--- config.mk ---
export PLATFORM = sky130hd
export DESIGN_NAME = gst_timer
export DESIGN_NICKNAME = d
export VERILOG_FILES = /design/src/logic/gst_pkg.sv /design/src/logic/gst_timer.sv /design/src/logic/gst_edge.sv
export VERILOG_INCLUDE_DIRS = /design/src /design/src/logic
export SDC_FILE = /design/constraint.sdc
export NUM_CORES = 1
export LEC_CHECK = 0
export BUFFER_PORTS_ARGS = -buffer_cell sky130_fd_sc_hd__buf_2
export CAP_MARGIN = 20
export CORE_MARGIN = 4
export CORE_UTILIZATION = 61
export CTS_CLUSTER_SIZE = 28
export DETAILED_ROUTE_END_ITERATION = 6
export GPL_TIMING_DRIVEN = 1
export PLACE_DENSITY = 0.9
export SETUP_SLACK_MARGIN = 0.05
export SLEW_MARGIN = 20
export SYNTH_ARGS = -nofsm -noshare
export SYNTH_HDL_FRONTEND = slang
export SYNTH_SLANG_ARGS = --single-unit
--- constraint.sdc ---
create_clock -name CORE_CLK -period 5.15 [get_ports CORE_CLK]
set_clock_uncertainty 0.15 [all_clocks]
set_input_delay 0 -clock CORE_CLK [delete_from_list [all_inputs] [get_ports CORE_CLK]]
set_output_delay 0 -clock CORE_CLK [all_outputs]
set_load 0.01 [all_outputs]
--- src/logic/gst_params.svh ---
`ifndef GST_PARAMS_SVH
`define GST_PARAMS_SVH

// ----------------------------------------------------------------------
// Register offsets
// ----------------------------------------------------------------------
`define GST_ADDR_W            8
`define GST_OFS_INT_CTRL      8'h0B
`define GST_OFS_PERIPH_REQ    8'h0C
`define GST_OFS_COUNT_LOW     8'h0E
`define GST_OFS_COUNT_HIGH    8'h0F
`define GST_OFS_TIMER_CTRL    8'h10
`define GST_OFS_PERIPH_EN     8'h8C

// ----------------------------------------------------------------------
// Field positions
// ----------------------------------------------------------------------
`define GST_BIT_OVF_FLAG      0
`define GST_BIT_OVF_EN        0
`define GST_BIT_PERIPH_IRQ_EN 6
`define GST_BIT_GLOBAL_IRQ_EN 7

// ----------------------------------------------------------------------
// Reset values and timing
// ----------------------------------------------------------------------
`define GST_RST_TIMER_CTRL    8'h00
`define GST_RST_BYTE          8'h00
`define GST_RST_COUNT         16'h0000
`define GST_COUNT_ALL_ONES    16'hFFFF
`define GST_CLK_PER_INSTR     4

`endif

--- src/logic/gst_pkg.sv ---
package gst_pkg;

   typedef struct packed {
      logic       unused;
      logic       gate_enable;
      logic       prescale_select_hi;
      logic       prescale_select_lo;
      logic       crystal_osc_enable;
      logic       sync_disable;
      logic       clock_source_select;
      logic       timer_on;
   } gst_ctrl_type;

   typedef struct packed {
      logic [7:0] addr;
      logic [7:0] wdata;
      logic       wr;
      logic       rd;
   } gst_bus_type;

   typedef enum logic [1:0] {
      GST_DIV1 = 2'b00,
      GST_DIV2 = 2'b01,
      GST_DIV4 = 2'b10,
      GST_DIV8 = 2'b11
   } gst_div_type;

endpackage

--- src/logic/gst_timer.sv ---
// Function
// - Three modes: prescaled timer, synchronous counter, asynchronous counter.
// - Timer mode advances once per instruction cycle, via prescaler and gate.
// - Counter mode advances on external input rising edges, after the prescaler.
// - Counter mode input is resynchronised or free running per sync control.
// - Active-low gate input may gate counting in both modes.
// - Crystal oscillator can clock the counter when internal oscillator runs.
// - First counted rising edge must follow a detected falling edge.
// - Sixteen-bit count goes up and wraps from all ones to zero.
// - Every wrap sets overflow flag at request register bit 0.
// - Interrupt only with overflow, peripheral bit 6 and global bit 7 enables.
// - Overflow flag stays set until software writes it to zero.
// - Prescaler divides by 1, 2, 4 or 8 from control bits 5:4.
// - Prescaler is hidden and cleared on any count byte write.
// - Count is readable and writable as high and low bytes.
// - Asynchronous counter overflow can wake the device from sleep.
// - Control at 0x10, bit 7 reads zero, bits 6:0 read/write reset zero.
// - With gate enable set and timer on, count only while gate pin low.
// - Prescale codes 11=1:8, 10=1:4, 01=1:2, 00=1:1.
// - External source: sync bit 1 free runs, 0 synchronises; ignored internally.
// - Source bit 1 counts external rising edges, 0 counts quarter oscillator.
`include "gst_params.svh"

module gst_timer #(
   parameter int CNT_W  = 16,
   parameter int PRE_W  = 3
) (
   input  wire logic       CORE_CLK,
   input  wire logic       RST,
   input  wire logic [7:0] ADDR,
   input  wire logic [7:0] WDATA,
   input  wire logic       WR_STB,
   input  wire logic       RD_STB,
   output logic      [7:0] RDATA,
   input  wire logic       EXTERNAL_COUNT_INPUT,
   input  wire logic       LOW_POWER_CRYSTAL_CLK,
   input  wire logic       COUNT_GATE_N,
   input  wire logic       INTERNAL_OSC_NO_CLKOUT,
   input  wire logic       SLEEP,
   output logic            IRQ,
   output logic            WAKE,
   output logic            CRYSTAL_OSC_ON
);

   // ----------------------------------------------------------------------
   // Register bus decode
   // ----------------------------------------------------------------------
   gst_pkg::gst_bus_type bus;
   assign bus = '{addr: ADDR, wdata: WDATA, wr: WR_STB, rd: RD_STB};

   wire sel_ctrl  = (bus.addr == `GST_OFS_TIMER_CTRL);
   wire sel_low   = (bus.addr == `GST_OFS_COUNT_LOW);
   wire sel_high  = (bus.addr == `GST_OFS_COUNT_HIGH);
   wire sel_req   = (bus.addr == `GST_OFS_PERIPH_REQ);
   wire sel_pen   = (bus.addr == `GST_OFS_PERIPH_EN);
   wire sel_intc  = (bus.addr == `GST_OFS_INT_CTRL);

   wire wr_ctrl   = bus.wr & sel_ctrl;
   wire wr_low    = bus.wr & sel_low;
   wire wr_high   = bus.wr & sel_high;
   wire wr_req    = bus.wr & sel_req;
   wire wr_pen    = bus.wr & sel_pen;
   wire wr_intc   = bus.wr & sel_intc;

   // ----------------------------------------------------------------------
   // Stored state
   // ----------------------------------------------------------------------
   gst_pkg::gst_ctrl_type ctrl_q;
   gst_pkg::gst_ctrl_type ctrl_d;
   logic [CNT_W-1:0]      count_q;
   logic [CNT_W-1:0]      count_d;
   logic [PRE_W-1:0]      pre_q;
   logic [PRE_W-1:0]      pre_d;
   logic [1:0]            phase_q;
   logic                  ovf_flag_q;
   logic                  ovf_flag_d;
   logic                  ovf_en_q;
   logic                  periph_en_q;
   logic                  global_en_q;
   logic                  armed_q;
   logic                  armed_d;
   logic [7:0]            rdata_q;
   logic [7:0]            rdata_d;
   logic                  irq_q;
   logic                  wake_q;
   logic                  osc_on_q;

   // Bit 7 is not stored; it reads zero
   assign ctrl_d = wr_ctrl ? gst_pkg::gst_ctrl_type'({1'b0, bus.wdata[6:0]}) : ctrl_q;

   // ----------------------------------------------------------------------
   // Instruction cycle tick
   // ----------------------------------------------------------------------
   localparam logic [1:0] PHASE_LAST = 2'(`GST_CLK_PER_INSTR - 1);

   // The core stops in sleep, so no instruction ticks then
   wire instr_tick = (phase_q == PHASE_LAST) & ~SLEEP;

   // ----------------------------------------------------------------------
   // Clock source selection
   // ----------------------------------------------------------------------
   wire ext_mode   = ctrl_q.clock_source_select;
   wire osc_active = ctrl_q.crystal_osc_enable & INTERNAL_OSC_NO_CLKOUT;
   wire ext_level  = osc_active ? LOW_POWER_CRYSTAL_CLK : EXTERNAL_COUNT_INPUT;
   wire use_sync   = ~ctrl_q.sync_disable;
   wire ext_rise;
   wire ext_fall;

   gst_edge u_edge (
      .clk         (CORE_CLK),
      .rst         (RST),
      .din         (ext_level),
      .use_sync    (use_sync),
      .sample_tick (instr_tick),
      .rise        (ext_rise),
      .fall        (ext_fall)
   );

   // A rising edge only counts once a falling edge has been seen
   assign armed_d = (~ext_mode | ~ctrl_q.timer_on) ? 1'b0 :
                    (ext_fall ? 1'b1 : armed_q);
   wire ext_tick  = ext_rise & armed_q;

   // Synchronised counting needs the core clock phases, so it halts in sleep
   wire ext_ok    = ~(SLEEP & use_sync);
   wire src_tick  = ext_mode ? (ext_tick & ext_ok) : instr_tick;

   // ----------------------------------------------------------------------
   // Gate and prescaler
   // ----------------------------------------------------------------------
   wire gate_open = ~ctrl_q.gate_enable | ~COUNT_GATE_N;
   wire count_en  = ctrl_q.timer_on & gate_open;
   wire gated     = src_tick & count_en;

   gst_pkg::gst_div_type div_sel;
   assign div_sel = gst_pkg::gst_div_type'({ctrl_q.prescale_select_hi,
                                            ctrl_q.prescale_select_lo});

   logic [PRE_W-1:0] pre_mask;
   always_comb begin
      case (div_sel)
         gst_pkg::GST_DIV1: pre_mask = PRE_W'(0);
         gst_pkg::GST_DIV2: pre_mask = PRE_W'(1);
         gst_pkg::GST_DIV4: pre_mask = PRE_W'(3);
         gst_pkg::GST_DIV8: pre_mask = PRE_W'(7);
         default:           pre_mask = PRE_W'(0);
      endcase
   end

   wire pre_full  = ((pre_q & pre_mask) == pre_mask);
   wire inc       = gated & pre_full;
   wire count_wr  = wr_low | wr_high;

   // Any count byte write restarts the division
   assign pre_d = count_wr ? '0 : (gated ? pre_q + PRE_W'(1) : pre_q);

   // ----------------------------------------------------------------------
   // Counter and overflow
   // ----------------------------------------------------------------------
   // A software write wins over a simultaneous increment: stop the timer first
   wire [CNT_W-1:0] count_inc = count_q + CNT_W'(1);
   wire             wrap      = inc & (count_q == `GST_COUNT_ALL_ONES) & ~count_wr;

   always_comb begin
      count_d = count_q;
      if (wr_low) begin
         count_d[7:0] = bus.wdata;
      end else if (wr_high) begin
         count_d[CNT_W-1:8] = bus.wdata[CNT_W-9:0];
      end else if (inc) begin
         count_d = count_inc;
      end
   end

   // Overflow set beats a clear landing in the same cycle
   assign ovf_flag_d = wrap | (wr_req ? bus.wdata[`GST_BIT_OVF_FLAG] : ovf_flag_q);

   wire irq_d  = ovf_flag_q & ovf_en_q & periph_en_q & global_en_q;
   // Wake needs both local enables but not the global one
   wire wake_d = SLEEP & ovf_flag_q & ovf_en_q & periph_en_q & ctrl_q.timer_on;

   // ----------------------------------------------------------------------
   // Read path
   // ----------------------------------------------------------------------
   always_comb begin
      rdata_d = `GST_RST_BYTE;
      if (bus.rd) begin
         if (sel_ctrl) begin
            rdata_d = {1'b0, ctrl_q[6:0]};
         end else if (sel_low) begin
            rdata_d = count_q[7:0];
         end else if (sel_high) begin
            rdata_d = count_q[CNT_W-1:8];
         end else if (sel_req) begin
            rdata_d = {7'h00, ovf_flag_q};
         end else if (sel_pen) begin
            rdata_d = {7'h00, ovf_en_q};
         end else if (sel_intc) begin
            rdata_d = {global_en_q, periph_en_q, 6'h00};
         end else begin
            rdata_d = `GST_RST_BYTE;
         end
      end
   end

   // ----------------------------------------------------------------------
   // Flip-flops
   // ----------------------------------------------------------------------
   always_ff @(posedge CORE_CLK) begin
      if (RST) begin
         ctrl_q <= gst_pkg::gst_ctrl_type'(`GST_RST_TIMER_CTRL);
      end else begin
         ctrl_q <= ctrl_d;
      end
   end

   always_ff @(posedge CORE_CLK) begin
      if (RST) begin
         count_q <= `GST_RST_COUNT;
      end else begin
         count_q <= count_d;
      end
   end

   always_ff @(posedge CORE_CLK) begin
      if (RST) begin
         pre_q <= '0;
      end else begin
         pre_q <= pre_d;
      end
   end

   always_ff @(posedge CORE_CLK) begin
      if (RST) begin
         phase_q <= 2'h0;
      end else begin
         phase_q <= SLEEP ? 2'h0 : phase_q + 2'h1;
      end
   end

   always_ff @(posedge CORE_CLK) begin
      if (RST) begin
         armed_q <= 1'b0;
      end else begin
         armed_q <= armed_d;
      end
   end

   always_ff @(posedge CORE_CLK) begin
      if (RST) begin
         ovf_flag_q <= 1'b0;
      end else begin
         ovf_flag_q <= ovf_flag_d;
      end
   end

   always_ff @(posedge CORE_CLK) begin
      if (RST) begin
         ovf_en_q <= 1'b0;
      end else begin
         ovf_en_q <= wr_pen ? bus.wdata[`GST_BIT_OVF_EN] : ovf_en_q;
      end
   end

   always_ff @(posedge CORE_CLK) begin
      if (RST) begin
         periph_en_q <= 1'b0;
      end else begin
         periph_en_q <= wr_intc ? bus.wdata[`GST_BIT_PERIPH_IRQ_EN] : periph_en_q;
      end
   end

   always_ff @(posedge CORE_CLK) begin
      if (RST) begin
         global_en_q <= 1'b0;
      end else begin
         global_en_q <= wr_intc ? bus.wdata[`GST_BIT_GLOBAL_IRQ_EN] : global_en_q;
      end
   end

   always_ff @(posedge CORE_CLK) begin
      if (RST) begin
         rdata_q <= `GST_RST_BYTE;
      end else begin
         rdata_q <= rdata_d;
      end
   end

   always_ff @(posedge CORE_CLK) begin
      if (RST) begin
         irq_q <= 1'b0;
      end else begin
         irq_q <= irq_d;
      end
   end

   always_ff @(posedge CORE_CLK) begin
      if (RST) begin
         wake_q <= 1'b0;
      end else begin
         wake_q <= wake_d;
      end
   end

   always_ff @(posedge CORE_CLK) begin
      if (RST) begin
         osc_on_q <= 1'b0;
      end else begin
         osc_on_q <= osc_active;
      end
   end

   assign RDATA          = rdata_q;
   assign IRQ            = irq_q;
   assign WAKE           = wake_q;
   assign CRYSTAL_OSC_ON = osc_on_q;

endmodule

--- src/logic/gst_edge.sv ---
// ----------------------------------------------------------------------
// Count input edge finder
// ----------------------------------------------------------------------
module gst_edge (
   input  wire logic clk,
   input  wire logic rst,
   input  wire logic din,
   input  wire logic use_sync,
   input  wire logic sample_tick,
   output logic      rise,
   output logic      fall
);
   logic meta_q;
   logic stable_q;
   logic level_q;
   logic prev_q;
   logic level_d;

   // Synchronised mode only moves at instruction boundaries
   assign level_d = (!use_sync || sample_tick) ? stable_q : level_q;
   assign rise    = level_q & ~prev_q;
   assign fall    = ~level_q & prev_q;

   always_ff @(posedge clk) begin
      if (rst) begin
         meta_q   <= 1'b0;
         stable_q <= 1'b0;
         level_q  <= 1'b0;
         prev_q   <= 1'b0;
      end else begin
         meta_q   <= din;
         stable_q <= meta_q;
         level_q  <= level_d;
         prev_q   <= level_q;
      end
   end
endmodule

==> run_summary.xml <==
<?xml version="1.0" encoding="UTF-8"?>
<metrics>
  <group name="run_status">
    <metric name="outcome" unit="">finished clean</metric>
  </group>
  <group name="pwr">
    <metric name="power_density" unit="nW/µm²">241</metric>
    <metric name="power_report.internal_total" unit="µW">584</metric>
    <metric name="clock_power_share" unit="%">42.7</metric>
    <metric name="vdd.ir_drop.worst" unit="V">0.000130</metric>
    <metric name="power.leakage" unit="µW">0.00102</metric>
    <metric name="switching_power" unit="µW">157</metric>
    <metric name="power_frac_seq" unit="%">50.5</metric>
    <metric name="post_layout_total_power" unit="µW">742</metric>
    <metric name="pwr-share-comb" unit="%">6.8</metric>
    <metric name="sw_share" unit="%">21.2</metric>
  </group>
  <group name="synthesis">
    <metric name="post_synth.cell_area_avg" unit="µm²">8.26</metric>
    <metric name="synthArstFlopShare" unit="%">0</metric>
    <metric name="post_synth_mux_area_share" unit="%">2.71</metric>
    <metric name="yosys.area.top_type" unit="">sky130_fd_sc_hd__dfxtp_1</metric>
    <metric name="mappedNetlistNets" unit="">341</metric>
    <metric name="synth.area.top_cells" unit="">sky130_fd_sc_hd__dfxtp_1 37%, sky130_fd_sc_hd__a21oi_1 5.4%, sky130_fd_sc_hd__nand2_1 4.6%</metric>
    <metric name="synth-edff-count" unit="">0</metric>
    <metric name="synth_simple_gate_area_share" unit="%">32.6</metric>
    <metric name="adder_cell_area_share_of_the_yosys_netlist" unit="%">1.45</metric>
    <metric name="synthXorXnorAreaFrac" unit="%">0.677</metric>
    <metric name="synth.ff_latch_count" unit="">48</metric>
    <metric name="synth-compound-area-share" unit="%">19.7</metric>
    <metric name="synth.yosys.warnings" unit="">0</metric>
    <metric name="synth_top_family_by_area" unit="">simple AND/OR/NAND/NOR gates</metric>
    <metric name="synth_top_area_share" unit="%">37.2</metric>
    <metric name="synth.yosys.seq_area_share" unit="%">37.2</metric>
    <metric name="synth_cell_type_count" unit="">53</metric>
    <metric name="synth.cell_area" unit="µm²">2590</metric>
    <metric name="postSynth.topFlopCell" unit="">sky130_fd_sc_hd__dfxtp_1</metric>
    <metric name="synthCells" unit="">313</metric>
  </group>
  <group name="timing">
    <metric name="setup_viol_count_final" unit="">0</metric>
    <metric name="timing_max_transition_violations_final" unit="">0</metric>
    <metric name="final.setup.tns" unit="ps">0</metric>
    <metric name="minimum_period_implied_by_the_final_worst_setup_slack" unit="ps">2770</metric>
    <metric name="relSlewSlack" unit="%">30.4</metric>
    <metric name="worst_slew_pin_slew" unit="ps">1040</metric>
    <metric name="fin_hold_ws" unit="ps">18.2</metric>
    <metric name="fmax" unit="MHz">361</metric>
    <metric name="rsz0062_at_grt" unit="">no</metric>
    <metric name="layout_worst_path_cycle_share" unit="%">53.7</metric>
    <metric name="hold_violations" unit="">0</metric>
  </group>
  <group name="critical_path">
    <metric name="critPathRequiredTime" unit="ps">5210</metric>
    <metric name="critical_path_fanout_max" unit="">17</metric>
    <metric name="r2r_setup_slack" unit="ps">2570</metric>
    <metric name="arrival_time_reported_for_the_critical_path_endpoint" unit="ps">2830</metric>
    <metric name="critical_path.endpoint_type" unit="">flip-flop</metric>
    <metric name="crit_path_start_kind" unit="">input pin</metric>
    <metric name="path_class" unit="">in2reg</metric>
  </group>
  <group name="detailed_routing">
    <metric name="met2RoutedLength" unit="mm">3.44</metric>
    <metric name="vias" unit="">2797</metric>
    <metric name="drt_first_iter_violations" unit="">307</metric>
    <metric name="routed.top_layer" unit="">met4</metric>
    <metric name="drt-pass1-iter-count" unit="">5</metric>
    <metric name="route.detailed.vias_per_inst" unit="">6.81</metric>
    <metric name="routed-wl-met3" unit="µm">714</metric>
    <metric name="postRouteAntennaNets" unit="">0</metric>
    <metric name="postRouteWirelength" unit="mm">7.46</metric>
    <metric name="wl_per_cell" unit="µm">18.1</metric>
    <metric name="routedLengthMet1" unit="mm">2.98</metric>
    <metric name="drc" unit="">0</metric>
  </group>
  <group name="floorplanning">
    <metric name="fp.dieW" unit="µm">73.1</metric>
    <metric name="floorplan.die_area" unit="µm²">5350</metric>
    <metric name="core_region" unit="µm²">4060</metric>
    <metric name="design.portCount" unit="">36</metric>
    <metric name="fp-row-count" unit="">23</metric>
    <metric name="die_extent_in_y" unit="µm">73.1</metric>
    <metric name="initial_core_utilization" unit="%">63.7</metric>
  </group>
  <group name="placed_design">
    <metric name="dpl.hpwl" unit="mm">4.92</metric>
    <metric name="dp.cells" unit="">381</metric>
    <metric name="gp_routability_congestion" unit="">0.942</metric>
    <metric name="placement.io_buffers" unit="">35</metric>
    <metric name="dpl-instance-area" unit="µm²">2720</metric>
  </group>
  <group name="clock_network">
    <metric name="h-tree-depth" unit="">2</metric>
    <metric name="postCtsResizedCells" unit="">0</metric>
    <metric name="clock_edge_transition_at_the_registers_on_the_reported_setup_and_hold_paths" unit="ps">90</metric>
    <metric name="hold_buffers" unit="">23</metric>
    <metric name="clock_tree_from_tritoncts" unit="">yes</metric>
    <metric name="post_cts_buffers" unit="">0</metric>
    <metric name="worstSkewPairLatency" unit="ps">310</metric>
    <metric name="ctsRootBufferMaster" unit="">sky130_fd_sc_hd__clkbuf_8</metric>
    <metric name="numClockSinks" unit="">48</metric>
    <metric name="tritoncts.num_buffers" unit="">5</metric>
    <metric name="cts.path.max_buffers" unit="">2</metric>
  </group>
  <group name="global_route">
    <metric name="grt_pass1_wl" unit="mm">12.0</metric>
    <metric name="global_route.usage.total" unit="%">28.9</metric>
    <metric name="globalRouteOverflowTotal" unit="">0</metric>
    <metric name="grt_start_max_net_pins" unit="">40</metric>
    <metric name="grt_pass1_vias" unit="">2411</metric>
    <metric name="antenna_found_initial" unit="">0</metric>
  </group>
  <group name="flow_run">
    <metric name="maxCapViolCount" unit="">0</metric>
  </group>
  <group name="layout">
    <metric name="drive_above_1_share" unit="%">14.4</metric>
    <metric name="nets" unit="">389</metric>
    <metric name="layout_commonest_cell" unit="">sky130_fd_sc_hd__dfxtp_1</metric>
    <metric name="final_design_area_no_fill" unit="µm²">3080</metric>
    <metric name="syn_to_final_growth" unit="%">19.2</metric>
    <metric name="final.fill_count" unit="">283</metric>
    <metric name="layoutNonFillerInstCount" unit="">411</metric>
    <metric name="layout_common_cells" unit="">48 x sky130_fd_sc_hd__dfxtp_1, 35 x sky130_fd_sc_hd__buf_2, 32 x sky130_fd_sc_hd__nand2_1</metric>
    <metric name="antenna_cells" unit="">0</metric>
  </group>
  <group name="worst_hold_path">
    <metric name="worst_hold_path_type" unit="">in2reg</metric>
  </group>
</metrics>
-- power groups by stage --
| stage | clock (µW) | sequential (µW) | combinational, µW |
|---|---|---|---|
| 2_1_floorplan | 0 | 383 | 20.3 |
| 3_3_place_gp | 0 | 383 | 37.6 |
| 3_5_place_dp | 0 | 383 | 38.2 |
| 4_1_cts | 318 | 375 | 47.5 |
| 5_1_grt | 332 | 375 | 54.0 |
| 6_report | 317 | 375 | 50.6 |
-- area by class of cell --
| class | instances | area, µm² | share of cell area, % |
|---|---|---|---|
| clock buffers | 5 | 68.8 | 2.23 |
| clock inverters | 2 | 60.1 | 1.95 |
| inverters | 9 | 33.8 | 1.10 |
| multi-input cells | 239 | 1490 | 48.4 |
| flip-flops and latches | 48 | 961 | 31.2 |
| well taps | 50 | 62.6 | 2.03 |
| repair buffers | 58 | 405 | 13.1 |
-- layer usage --
layer,track usage [%],vias up
met5,0,-
met1,37.6,1270
li1,-,1290
met2,47.9,185
met3,5.65,52
met4,9.43,0
-- final timing paths --
check / from / endpoint / depth (start not counted)
setup / recovery: WR_STB / count_q[1]$_SDFFE_PP0P_ / 6
hold / removal: ADDR[1] / ovf_en_q$_SDFFE_PP0P_ / 5
setup reg to reg: ctrl_q[0]$_SDFFE_PP0P_ / count_q[8]$_SDFFE_PP0P_ / 4
hold reg to reg: phase_q[0]$_SDFF_PP0_ / phase_q[0]$_SDFF_PP0_ / 1
-- cells in the mapped netlist, drive strengths merged, types with 4 or more instances --
| cell type | count |
|---|---|
| nand3 | 16 |
| o32ai | 7 |
| nand2b | 4 |
| nand2 | 32 |
| or4 | 9 |
| o21ai | 9 |
| nand4 | 4 |
| nor3b | 4 |
| clkbuf | 13 |
| nor4 | 13 |
| or3 | 8 |
| a211oi | 4 |
| o31ai | 4 |
| dfxtp | 48 |
| buf | 4 |
| mux2i | 7 |
| inv | 9 |
| nor3 | 20 |
| nor2 | 18 |
| a21oi | 28 |
| a311oi | 4 |
| and4 | 5 |
| a22oi | 7 |
-- through the flow --
| step | utilization (%) | setup slack, ps |
|---|---|---|
| floorplan | - | 2880 |
| global placement | 66.9 | 2700 |
| detailed placement | 66.9 | 2630 |
| CTS | 75.8 | 2260 |
| global route | 76.0 | 2160 |
| finish | 76.0 | 2380 |
-- worst max-delay path: stages --
cell	delay, ps
sky130_fd_sc_hd__dlygate4sd3_1	520
sky130_fd_sc_hd__buf_2	250
sky130_fd_sc_hd__nand3_1	390
sky130_fd_sc_hd__nor3_2	910
sky130_fd_sc_hd__o21ai_1	400
sky130_fd_sc_hd__a31o_2	340
-- kinds of logic after synthesis --
logic type | after synthesis
buffers and inverters | 26
and+or+nand+nor | 150
muxes | 7
xor gates and xnor gates | 2
adders and majority gates | 3
DFF | 48
AOI/OAI and AO/OA | 77
-- registers in the layout (all words and copies together) (netlist names), 2 cells and up --
register / cells
phase_q: 2
pre_q: 3
count_q: 16
RDATA: 8
ctrl_q: 6
Power figures use the tool's default switching activity.
